<file path="src/hdl/line_mode_pkg.sv">
// Constants, field layouts and state codes for the line-mode, auto-cycle and power-down control.
// Assumes a single 100 MHz master clock and an 8-bit register port with 8-bit addresses.
package line_mode_pkg;

    ////////////////////////////////////////////////////////////////////////////////////////////
    // Register addresses on the plain register port.
    localparam logic [7:0] ADDR_LINE_MODE = 8'h04;
    localparam logic [7:0] ADDR_POWER_DOWN = 8'h05;
    localparam logic [7:0] ADDR_CYCLE_RESET = 8'h06;
    localparam logic [7:0] ADDR_MISC_SETUP = 8'h07;
    localparam logic [7:0] ADDR_STATUS = 8'h08;

    ////////////////////////////////////////////////////////////////////////////////////////////
    // Widths, reset values and encodings.
    localparam int ADDR_W = 8;
    localparam int DATA_W = 8;
    localparam logic [DATA_W-1:0] RDATA_IDLE = 8'h00;
    localparam logic [1:0] SEL_RED = 2'h0;
    localparam logic [1:0] SEL_GREEN = 2'h1;
    localparam logic [1:0] SEL_BLUE = 2'h2;
    localparam logic [1:0] CHAN_RED = 2'h0;
    localparam int NUM_COLOURS = 3;

    ////////////////////////////////////////////////////////////////////////////////////////////
    // Line-mode setup fields, bits 3:0; bits 7:4 read as zero.
    typedef struct packed {
        logic [1:0] manual_gain_offset_sel;
        logic auto_cycle_en;
        logic line_mode_en;
    } line_mode_setup_t;
    localparam line_mode_setup_t LINE_MODE_RESET = 4'h0;

    // Power-down setup fields, bits 4:0; bits 7:5 read as zero.
    typedef struct packed {
        logic ref_level_dac_powerdown;
        logic converter_powerdown;
        logic blue_stage_powerdown;
        logic green_stage_powerdown;
        logic red_stage_powerdown;
    } power_down_setup_t;
    localparam power_down_setup_t POWER_DOWN_RESET = 5'h00;

    // Loose control bits gathered into one register, bits 4:0.
    typedef struct packed {
        logic correlated_sampling_en;
        logic clamp_control_bit;
        logic [1:0] channel_select;
        logic single_channel_mode;
    } misc_setup_t;
    localparam misc_setup_t MISC_RESET = 5'h00;

    // Status read-back: bit 5 clamp enable, 4:3 channel, 2 single channel, 1:0 gain/offset set.
    typedef struct packed {
        logic clamp_enable;
        logic [1:0] eff_channel_select;
        logic eff_single_channel;
        logic [1:0] gain_offset_sel;
    } status_t;

    ////////////////////////////////////////////////////////////////////////////////////////////
    // Auto-cycle position, one-hot.
    typedef enum logic [2:0] {
        POS_RED = 3'h1,
        POS_GREEN = 3'h2,
        POS_BLUE = 3'h4
    } cycle_pos_t;

endpackage

</file>
<file path="src/hdl/pin_edge_sync.sv">
// Synchroniser and rising-edge detector for the reset-sample pin.
// Assumes the pin is asynchronous to mclk; the edge pulse is one mclk cycle long.
module pin_edge_sync
    import line_mode_pkg::*;
(
    // Clock and reset.
    input wire logic mclk,
    input wire logic rstn,
    // Pin and detected edge.
    input wire logic pin,
    output logic rise
);

    logic meta;
    logic stable;
    logic stable_d;

    ////////////////////////////////////////////////////////////////////////////////////////////
    // Two-flop synchroniser; the first stage feeds only the second.
    always_ff @(posedge mclk or negedge rstn) begin
        if (!rstn) begin
            meta <= 1'b0;
            stable <= 1'b0;
        end else begin
            meta <= pin;
            stable <= meta;
        end
    end

    // Registered rising-edge pulse taken from the synchronised level.
    always_ff @(posedge mclk or negedge rstn) begin
        if (!rstn) begin
            stable_d <= 1'b0;
            rise <= 1'b0;
        end else begin
            stable_d <= stable;
            rise <= stable & ~stable_d;
        end
    end

    chk_one_edge_pulse: assert property (
        @(posedge mclk) disable iff (!rstn)
        rise |=> !rise
    ) else $error("Edge pulse lasted more than one cycle.");

endmodule // pin_edge_sync

</file>
<file path="src/hdl/line_mode_ctrl.sv">
// Line-mode, auto-cycle and power-down control for a three-channel imaging front end.
// Assumes registers reached over a plain port clocked by mclk; reset-sample pin is asynchronous.
//
// Design decisions made here: the strobed register port and the register offsets.
module line_mode_ctrl
    import line_mode_pkg::*;
(
    // Clock and reset.
    input wire logic mclk,
    input wire logic rstn,
    // Register port.
    input wire logic [ADDR_W-1:0] addr,
    input wire logic [DATA_W-1:0] wdata,
    input wire logic wr,
    input wire logic rd,
    output logic [DATA_W-1:0] rdata,
    // Reset-sample pin from the timing generator.
    input wire logic reset_sample_pin,
    // Effective channel configuration.
    output logic eff_single_channel,
    output logic [1:0] eff_channel_select,
    output logic [1:0] gain_offset_sel,
    // Clamp and sampling control.
    output logic clamp_from_pin,
    output logic clamp_enable,
    output logic correlated_sampling_en,
    // Power-down controls.
    output logic [NUM_COLOURS-1:0] stage_powerdown,
    output logic converter_powerdown,
    output logic ref_level_dac_powerdown,
    output logic ref_level_dac_oe
);

    line_mode_setup_t line_mode_setup;
    power_down_setup_t power_down_setup;
    misc_setup_t misc_setup;
    cycle_pos_t pos;
    cycle_pos_t next_pos;
    status_t status;
    logic pin_rise;
    logic cycling;
    logic cycle_reset_wr;

    // Maps a cycle position to its gain/offset set code.
    function automatic logic [1:0] pos_to_sel(input cycle_pos_t p);
        logic [1:0] s;
        s = SEL_RED;
        unique case (p)
            POS_RED: s = SEL_RED;
            POS_GREEN: s = SEL_GREEN;
            POS_BLUE: s = SEL_BLUE;
            default: s = SEL_RED;
        endcase
        return s;
    endfunction

    ////////////////////////////////////////////////////////////////////////////////////////////
    // Register writes; unmapped and status addresses are ignored.
    always_ff @(posedge mclk or negedge rstn) begin
        if (!rstn) begin
            line_mode_setup <= LINE_MODE_RESET;
            power_down_setup <= POWER_DOWN_RESET;
            misc_setup <= MISC_RESET;
        end else if (wr) begin
            if (addr == ADDR_LINE_MODE) begin
                line_mode_setup <= wdata[$bits(line_mode_setup_t)-1:0];
            end
            if (addr == ADDR_POWER_DOWN) begin
                power_down_setup <= wdata[$bits(power_down_setup_t)-1:0];
            end
            if (addr == ADDR_MISC_SETUP) begin
                misc_setup <= wdata[$bits(misc_setup_t)-1:0];
            end
        end
    end

    // Auto-cycling only counts when line mode is on.
    assign cycling = line_mode_setup.line_mode_en & line_mode_setup.auto_cycle_en;
    assign cycle_reset_wr = wr && (addr == ADDR_CYCLE_RESET);

    ////////////////////////////////////////////////////////////////////////////////////////////
    // Reset-sample pin synchroniser and edge detector.
    pin_edge_sync u_pin_sync (
        .mclk(mclk),
        .rstn(rstn),
        .pin(reset_sample_pin),
        .rise(pin_rise)
    );

    // Next cycle position: reset write wins over a pin edge in the same cycle.
    always_comb begin
        next_pos = pos;
        if (cycle_reset_wr) begin
            next_pos = POS_RED;
        end else if (pin_rise && cycling) begin
            unique case (pos)
                POS_RED: next_pos = POS_GREEN;
                POS_GREEN: next_pos = POS_BLUE;
                POS_BLUE: next_pos = POS_RED;
                default: next_pos = POS_RED;
            endcase
        end
    end

    // Cycle position register.
    always_ff @(posedge mclk or negedge rstn) begin
        if (!rstn) begin
            pos <= POS_RED;
        end else begin
            pos <= next_pos;
        end
    end

    ////////////////////////////////////////////////////////////////////////////////////////////
    // Effective channel configuration and gain/offset set selection.
    always_ff @(posedge mclk or negedge rstn) begin
        if (!rstn) begin
            eff_single_channel <= 1'b0;
            eff_channel_select <= CHAN_RED;
            gain_offset_sel <= SEL_RED;
        end else if (line_mode_setup.line_mode_en) begin
            eff_single_channel <= 1'b1;
            eff_channel_select <= CHAN_RED;
            if (line_mode_setup.auto_cycle_en) begin
                gain_offset_sel <= pos_to_sel(pos);
            end else begin
                gain_offset_sel <= line_mode_setup.manual_gain_offset_sel;
            end
        end else begin
            eff_single_channel <= misc_setup.single_channel_mode;
            eff_channel_select <= misc_setup.channel_select;
            gain_offset_sel <= misc_setup.channel_select;
        end
    end

    // Clamp source: the pin unless auto-cycling, then the clamp-control bit.
    always_ff @(posedge mclk or negedge rstn) begin
        if (!rstn) begin
            clamp_from_pin <= 1'b1;
            clamp_enable <= 1'b0;
            correlated_sampling_en <= 1'b0;
        end else begin
            clamp_from_pin <= ~cycling;
            clamp_enable <= cycling & misc_setup.clamp_control_bit;
            // The host keeps this clear while cycling; it is passed as written.
            correlated_sampling_en <= misc_setup.correlated_sampling_en;
        end
    end

    ////////////////////////////////////////////////////////////////////////////////////////////
    // Colour stage power-down; line mode also stops green and blue.
    generate
        for (genvar i = 0; i < NUM_COLOURS; i++) begin : g_stage_pd
            always_ff @(posedge mclk or negedge rstn) begin
                if (!rstn) begin
                    stage_powerdown[i] <= 1'b0;
                end else if (i == 0) begin
                    stage_powerdown[i] <= power_down_setup[i];
                end else begin
                    stage_powerdown[i] <= power_down_setup[i] |
                        line_mode_setup.line_mode_en;
                end
            end
        end
    endgenerate

    // Converter and reference-level DAC power-down; references are untouched.
    always_ff @(posedge mclk or negedge rstn) begin
        if (!rstn) begin
            converter_powerdown <= 1'b0;
            ref_level_dac_powerdown <= 1'b0;
            ref_level_dac_oe <= 1'b1;
        end else begin
            converter_powerdown <= power_down_setup.converter_powerdown;
            ref_level_dac_powerdown <= power_down_setup.ref_level_dac_powerdown;
            ref_level_dac_oe <= ~power_down_setup.ref_level_dac_powerdown;
        end
    end

    ////////////////////////////////////////////////////////////////////////////////////////////
    // Read data, valid only in the cycle after the read strobe.
    assign status = '{clamp_enable: clamp_enable, eff_channel_select: eff_channel_select,
                      eff_single_channel: eff_single_channel, gain_offset_sel: gain_offset_sel};

    always_ff @(posedge mclk or negedge rstn) begin
        if (!rstn) begin
            rdata <= RDATA_IDLE;
        end else if (rd) begin
            unique case (addr)
                ADDR_LINE_MODE: rdata <= DATA_W'(line_mode_setup);
                ADDR_POWER_DOWN: rdata <= DATA_W'(power_down_setup);
                ADDR_MISC_SETUP: rdata <= DATA_W'(misc_setup);
                ADDR_STATUS: rdata <= DATA_W'(status);
                default: rdata <= RDATA_IDLE;
            endcase
        end else begin
            rdata <= RDATA_IDLE;
        end
    end

    ////////////////////////////////////////////////////////////////////////////////////////////
    // Checks on the effective controls.
    chk_line_forces_single_channel_mode: assert property (
        @(posedge mclk) disable iff (!rstn)
        line_mode_setup.line_mode_en |=> eff_single_channel && eff_channel_select == CHAN_RED
    ) else $error("Line mode did not force single red channel.");

    chk_line_gates_gb: assert property (
        @(posedge mclk) disable iff (!rstn)
        line_mode_setup.line_mode_en |=> stage_powerdown[NUM_COLOURS-1:1] == 2'h3
    ) else $error("Green or blue stage left on in line mode.");

    chk_cycle_bit_ignored: assert property (
        @(posedge mclk) disable iff (!rstn)
        !line_mode_setup.line_mode_en |=> clamp_from_pin && !clamp_enable
    ) else $error("Auto-cycle bit acted outside line mode.");

    chk_manual_set_sel: assert property (
        @(posedge mclk) disable iff (!rstn)
        line_mode_setup.line_mode_en && !line_mode_setup.auto_cycle_en
        |=> gain_offset_sel == $past(line_mode_setup.manual_gain_offset_sel) && clamp_from_pin
    ) else $error("Manual gain/offset selection not applied.");

    chk_cycle_red_green: assert property (
        @(posedge mclk) disable iff (!rstn)
        pin_rise && cycling && !cycle_reset_wr && pos == POS_RED
        |=> pos == POS_GREEN ##1 gain_offset_sel == SEL_GREEN || !cycling
    ) else $error("Auto-cycle did not step from red to green.");

    chk_cycle_blue_red: assert property (
        @(posedge mclk) disable iff (!rstn)
        pin_rise && cycling && !cycle_reset_wr && pos == POS_BLUE |=> pos == POS_RED
    ) else $error("Auto-cycle did not wrap from blue to red.");

    chk_clamp_bit_used: assert property (
        @(posedge mclk) disable iff (!rstn)
        cycling |=> !clamp_from_pin && clamp_enable == $past(misc_setup.clamp_control_bit)
    ) else $error("Clamp not taken from clamp-control bit while cycling.");

    chk_red_stage_pd: assert property (
        @(posedge mclk) disable iff (!rstn)
        $rose(power_down_setup.red_stage_powerdown) |=> stage_powerdown[0] ##1 stage_powerdown[0]
            || !power_down_setup.red_stage_powerdown
    ) else $error("Red stage power-down not applied.");

    chk_converter_pd: assert property (
        @(posedge mclk) disable iff (!rstn)
        power_down_setup.converter_powerdown && !power_down_setup.ref_level_dac_powerdown
        |=> converter_powerdown && ref_level_dac_oe
    ) else $error("Converter power-down disturbed the DAC.");

    chk_dac_hiz: assert property (
        @(posedge mclk) disable iff (!rstn)
        power_down_setup.ref_level_dac_powerdown |=> ref_level_dac_powerdown && !ref_level_dac_oe
    ) else $error("Reference DAC not released to high impedance.");

    chk_cycle_reset_red: assert property (
        @(posedge mclk) disable iff (!rstn)
        cycle_reset_wr |=> pos == POS_RED
    ) else $error("Cycle-reset write did not return to red.");

    chk_single_channel_mode_channel: assert property (
        @(posedge mclk) disable iff (!rstn)
        !line_mode_setup.line_mode_en |=> eff_channel_select == $past(misc_setup.channel_select)
    ) else $error("Channel select not followed outside line mode.");

    // Sequencing checks: the middle step, ignored pins and an ignored manual select.
    chk_cycle_green_blue: assert property (
        @(posedge mclk) disable iff (!rstn)
        pin_rise && cycling && !cycle_reset_wr && pos == POS_GREEN |=> pos == POS_BLUE
    ) else $error("Auto-cycle did not step from green to blue.");

    chk_pins_ignored: assert property (
        @(posedge mclk) disable iff (!rstn)
        pin_rise && !cycling && !cycle_reset_wr |=> pos == $past(pos)
    ) else $error("Pin pulse moved the sequence while not cycling.");

    chk_cycle_ignores_manual: assert property (
        @(posedge mclk) disable iff (!rstn)
        cycling && pos == POS_RED |=> gain_offset_sel == SEL_RED
    ) else $error("Manual select acted while auto-cycling.");

    // Power-down checks for the other colour stages and the driven reference DAC.
    chk_green_stage_pd: assert property (
        @(posedge mclk) disable iff (!rstn)
        power_down_setup.green_stage_powerdown |=> stage_powerdown[1]
    ) else $error("Green stage power-down not applied.");

    chk_blue_stage_pd: assert property (
        @(posedge mclk) disable iff (!rstn)
        power_down_setup.blue_stage_powerdown |=> stage_powerdown[2]
    ) else $error("Blue stage power-down not applied.");

    chk_dac_driven: assert property (
        @(posedge mclk) disable iff (!rstn)
        !power_down_setup.ref_level_dac_powerdown |=> ref_level_dac_oe && !ref_level_dac_powerdown
    ) else $error("Reference DAC not driving while powered.");

endmodule // line_mode_ctrl

</file>
<file path="config.mk">
export PLATFORM = sky130hd
export DESIGN_NAME = line_mode_ctrl
export DESIGN_NICKNAME = d
export VERILOG_FILES = /design/src/hdl/line_mode_pkg.sv /design/src/hdl/pin_edge_sync.sv /design/src/hdl/line_mode_ctrl.sv
export SDC_FILE = /design/constraint.sdc
export NUM_CORES = 1
export LEC_CHECK = 0
export BUFFER_PORTS_ARGS = -buffer_cell sky130_fd_sc_hd__clkbuf_2
export CAP_MARGIN = 30
export CORE_MARGIN = 2
export CORE_UTILIZATION = 35
export CTS_CLUSTER_DIAMETER = 50
export DETAILED_ROUTE_END_ITERATION = 12
export PLACE_DENSITY = 0.59
export SYNTH_ARGS = -nofsm -noshare
export SYNTH_HDL_FRONTEND = slang
export SYNTH_SLANG_ARGS = --single-unit
</file>
<file path="constraint.sdc">
create_clock -name mclk -period 1.4 [get_ports mclk]
set_input_delay 0.28 -clock mclk [delete_from_list [all_inputs] [get_ports mclk]]
set_output_delay 0.28 -clock mclk [all_outputs]
set_load 0.01 [all_outputs]
</file>
==> Word level (Yosys, flattened, before mapping) <==
Cells that the tools add are included.
Widths: inputs -> output; s select.
{ "op_classes": {"add_sub_neg": 0, "multipliers": 0, "div": 0, "order_cmp": 0, "eq_ne": 8, "shifts": 0, "n_mux": 10, "n_bitwise": 8, "n_reduce_logical": 6} }
{ "ops": {"columns": ["cell", "n"], "rows": [
  ["$eq 8x3->1 const B", 4],
  ["$pmux 6 s4", 1],
  ["$eq 8x4->1 const B", 1],
  ["$mux 8", 1],
  ["$mux 2", 3],
  ["$mux 3", 2],
  ["$pmux 3 s2", 1],
  ["$reduce_and 2->1", 3],
  ["$pmux 2 s2", 1],
  ["$and 1x1->1", 3],
  ["$eq 3x1->1 const B", 1],
  ["$eq 3x2->1 const B", 1],
  ["$eq 3x3->1 const B", 1],
  ["$not 1->1", 3],
  ["$logic_and 1x1->1", 2],
  ["$or 1x1->1", 2],
  ["$reduce_bool 2->1", 1],
  ["$mux 1", 1]
]} }
{ "totals": {"reg_bits": 43, "latchBits": 0, "ram_bits": 0, "rom_bits": 0, "wordCells": 62, "n_memories": 0} }

==> Longest topological paths before layout <==
{ "logic_depth": {"ltp_word": 4, "depth_mapped": 4} }

==> Cells and area by module <==
From an unflattened synthesis, not the netlist that was laid out.
{ "hier_totals": {"cells_unflattened": 128, "hier_area_um2": 1675.4} }
{ "by_module_without_submodules": {"columns": ["module", "instances", "cells_each", "area_per_inst_um2"], "rows": [
  ["line_mode_ctrl", 1, 123, 1561.5],
  ["pin_edge_sync", 1, 5, 113.9]
]} }

==> Least setup slack after synthesis <==
OpenSTA, ideal clock, no wires.
{ "synth_path": {"kind": "input to register", "from": "in addr[5]", "to": "reg power_down_setup[0] (netlist bit)", "arrival_ns": 1.327, "setup_slack_ns": -0.052, "cell_stages": 4, "n_path_buf": 1, "path_cell_list": "nor4_4 and4b_1 buf_2 mux2_2"} }
{ "synth_via": {"elab_chain_len": 2} }
{ "synth_lines": {"columns": ["item", "line", "text"], "rows": [
  ["start: declaration", "line_mode_ctrl.sv:12", "input wire logic [ADDR_W-1:0] addr,"],
  ["$eq 8x3->1", "line_mode_ctrl.sv:68", "if (addr == ADDR_POWER_DOWN) begin"],
  ["$reduce_and 2->1 (no line)", null, null],
  ["end signal: assignment", "line_mode_ctrl.sv:69", "power_down_setup <= wdata[$bits(power_down_setup_t)-1:0];"],
  ["end: declaration", "line_mode_ctrl.sv:35", "power_down_setup_t power_down_setup;"]
]} }
No other way between the ends.
A chain may end at the register's enable or synchronous reset.

==> Final worst setup path <==
{ "layout_path": {"from": "reg line_mode_setup[0] (netlist bit)", "to": "reg pos[1]"} }
{ "layout_via": {"elab_chain_len": 3} }
{ "layout_lines": {"columns": ["item", "line", "text"], "rows": [
  ["start: declaration", "line_mode_ctrl.sv:34", "line_mode_setup_t line_mode_setup;"],
  ["start signal: assignment", "line_mode_ctrl.sv:66", "line_mode_setup <= wdata[$bits(line_mode_setup_t)-1:0];"],
  ["$and 1x1->1", "line_mode_ctrl.sv:78", "assign cycling = line_mode_setup.line_mode_en & line_mode_setup.auto_cycle_en;"],
  ["$logic_and 1x1->1", "line_mode_ctrl.sv:95", "end else if (pin_rise && cycling) begin"],
  ["$reduce_bool 2->1 (no line)", null, null],
  ["end signal: assignment", "line_mode_ctrl.sv:110", "pos <= next_pos;"],
  ["end: declaration", "line_mode_ctrl.sv:37", "cycle_pos_t pos;"]
]} }
No other way between the ends.

==> results.sh <==
export IMPL_power_frac_seq=0.517
export IMPL_synth_top_area_cell="dfrtp_1"
export IMPL_criticalPathCategory="reg -> reg"
export IMPL_tritoncts="yes"
export IMPL_critPathSlowestCell="or4b_1"
export IMPL_multiInputGateArea_um2=676
export IMPL_synth_top_area_share=0.546
export IMPL_r2r_start="line_mode_setup[0]$_DFFE_PN0P_"
export IMPL_dr_pass1_iters=4
export IMPL_cp_max_fo=4
export IMPL_synthTopCellsByArea="dfrtp_1, mux2_2, and3b_1"
export IMPL_worstSetupStartpoint="line_mode_setup[0]$_DFFE_PN0P_"
export IMPL_cts_buffer_depth=2
export IMPL_setup_viol=0
export IMPL_antenna_found_initial=0
export IMPL_drive_gt1_frac=0.451
export IMPL_clock_root_buffer="clkbuf_8"
export IMPL_grt_pass1_vias=1189
export IMPL_cts_resized=0
export IMPL_max_stage_delay_ns=0.54
export IMPL_cp_endpoint="pos[1]$_DFFE_PN0P_"
export IMPL_hold_buffers=0
export IMPL_port_buffers=37
export IMPL_startpoint_type="flop"
export IMPL_yosys_warnings=0
export IMPL_maxCapViolations=0
export IMPL_die_y_um=74.5
export IMPL_place_congestion=0.819
export IMPL_die_width_um=74.5
export IMPL_regArea_um2=1030
export IMPL_r2r_end="pos[1]$_DFFE_PN0P_"
export IMPL_reg2reg_depth=3
export IMPL_clk_pin_slew_ns=0.08
export IMPL_n_antenna_cell=0
export IMPL_synthArstFlopShare=1.00
export IMPL_pwr_share_clk=0.393
export IMPL_design_portCount=43
export IMPL_ir_drop_mv=0.427
export IMPL_wire_per_inst_um=13.7
export IMPL_fmax_mhz=766
export IMPL_cp_depth=3
export IMPL_gr_total_overflow=0
export IMPL_synth_most_common_cell="dfrtp_1"
export IMPL_dpl_cell_count=243
export IMPL_slew_violations=0
export IMPL_synth_cells=136
export IMPL_status="complete, no violations"
export IMPL_final_antenna_net_count=0
export IMPL_arrival_ns=1.51
export IMPL_grt_pass1_wl_um=5640
export IMPL_cts_htree_levels=2
export IMPL_post_cts_setup_buffer_count=0
export IMPL_fill_cells=449
export IMPL_start_util=0.366
export IMPL_vias=1202
export IMPL_cp_end_kind="flop"
export IMPL_grtUsageTotal=0.137
export IMPL_p_int_mw=1.93
export IMPL_stdcell_count=251
export IMPL_fin_crit_ns=1.31
export IMPL_p_switching_mw=0.529
export IMPL_synth_area_um2=1740
export IMPL_ys_seq_elements=41
export IMPL_hp_class="in -> async"
export IMPL_fin_skew_ns=0.00363
export IMPL_synth_commonest_cells="dfrtp_1, mux2_2, and3b_1"
export IMPL_synth_ff_type="dfrtp_1"
export IMPL_synth_edf_count=0
export IMPL_comb_power_share=0.089
export IMPL_insertion_delay_ns=0.28
export IMPL_rsz0062_at_grt="no"
export IMPL_num_rows=25
export IMPL_cp_num_buf_inv=0
export IMPL_ys_types=31
export IMPL_fin_crit_sh=0.932
export IMPL_critPathRequiredTime_ns=1.61
export IMPL_cp_top_family="simple AND/OR/NAND/NOR gates"
export IMPL_clock_sinks=41
export IMPL_switching_share=0.215
export IMPL_r2r_slack_ns=0.09
export IMPL_cts_buffers_inserted=5
export IMPL_hold_viol_final=0
export IMPL_vias_per_cell=4.79
export IMPL_dieArea_um2=5550
export IMPL_layout_nets=204
export IMPL_crit_chain="nand3_1, or4b_1, a2bb2oi_1"
export IMPL_drcViolationCount=0
export IMPL_syn_avg_cell_area_um2=12.8
export IMPL_finalInstanceArea_um2=2190
export IMPL_power_leakage_nw=1.12
export IMPL_p_per_area_nw_per_um2=1120
export IMPL_grt_max_degree=42
export IMPL_hpwl_um=2540
export IMPL_finalWirelength_um=3450
export IMPL_placed_area_um2=2070
export IMPL_area_growth_pct=25.7
export IMPL_drt_iter0_drc=47
export IMPL_core_um2=4750
export IMPL_ys_seq_area_frac=0.592
==> state kept, by name, summed over array words and instances, names as in the netlist <==
name	count
misc_setup	5
converter_powerdown	1
gain_offset_sel	2
pos	3
u_pin_sync.rise	1
ref_level_dac_powerdown	1
eff_single_channel	1
line_mode_setup	4
power_down_setup	5
u_pin_sync.stable	1
u_pin_sync.meta	1
clamp_from_pin	1
correlated_sampling_en	1
ref_level_dac_oe	1
clamp_enable	1
rdata	6
stage_powerdown	3
u_pin_sync.stable_d	1
eff_channel_select	2
==> per-stage QoR <==
stage | TNS [ns] | power (mW) | util | setup WS [ns] | hold WS, ns
floorplan | -0.107 | 1.40 | - | -0.0215 | -0.0156
global placement | -1.80 | 1.51 | 0.436 | -0.169 | 0.335
detailed placement | -2.35 | 1.51 | 0.436 | -0.191 | 0.342
CTS | 0 | 2.49 | 0.460 | 0.0970 | 0.0575
global route | 0 | 2.55 | 0.460 | 0.0127 | 0.0836
finish | 0 | 2.45 | 0.460 | 0.0945 | 0.0423
==> kinds of logic (layout without fill, tap and decap cells) <==
group | after synthesis | count (layout) | share of synthesized area
other | 1 | 2 | 0.00215
muxes | 21 | 21 | 0.135
DFF | 41 | 41 | 0.592
and+or+nand+nor | 44 | 44 | 0.170
buffers and inverters | 12 | 59 | 0.0331
AOI/OAI and AO/OA | 17 | 17 | 0.0676
==> worst min path at each step <==
stage	from	end	slack [ns]	depth (start not counted)
detailed placement	u_pin_sync.meta$_DFF_PN0_	u_pin_sync.stable$_DFF_PN0_	0.34	0
CTS	rstn	misc_setup[4]$_DFFE_PN0P_	0.06	2
global route	reset_sample_pin	u_pin_sync.meta$_DFF_PN0_	0.08	1
finish	rstn	power_down_setup[0]$_DFFE_PN0P_	0.04	2
floorplan	rstn	clamp_enable$_DFF_PN0_	-0.02	0
global placement	u_pin_sync.meta$_DFF_PN0_	u_pin_sync.stable$_DFF_PN0_	0.34	0
==> power groups by stage <==
stage                     combinational [mW]  sequential (mW)  clock (mW)
after floorplan                        0.106             1.29           0
after global placement                 0.218             1.29           0
after detailed placement               0.223             1.29           0
after CTS                              0.225             1.27       0.993
after global routing                   0.244             1.28        1.03
final                                  0.220             1.27       0.966
==> final cells by class <==
class                           count  area share
Sequential cell                    41       0.471
Timing Repair Buffer               49       0.126
Clock inverter                      1      0.0137
Inverter                            2     0.00343
Tap cell                           67      0.0383
Clock buffer                        7      0.0395
Multi-Input combinational cell     84       0.309
==> layer usage <==
| metal | global-route usage | routed length (µm) |
|---|---|---|
| met1 | 0.173 | 1520 |
| met2 | 0.232 | 1730 |
| met3 | 0.0244 | 144 |
| met4 | 0.0595 | 50 |
| met5 | 0 | 0 |
==> layout by cell type (no fill, tap or decap), types with 2 or more instances in the layout <==
master / synthesis / final
mux2_2: 20 / 15
nor2b_1: 6 / 6
nand4_1: 2 / 2
nand2_1: 4 / 4
clkbuf_8: 0 / 6
o211ai_1: 4 / 4
dfrtp_1: 38 / 38
and3b_1: 10 / 10
dfstp_2: 3 / 3
clkbuf_2: 0 / 37
or2_2: 3 / 3
a21oi_1: 6 / 6
nand3_1: 9 / 9
nor2_1: 3 / 3
conb_1: 1 / 2
buf_4: 2 / 12
mux2_4: 0 / 5
inv_1: 2 / 2
nor3b_1: 2 / 2
(Power assumes the default switching activity.)
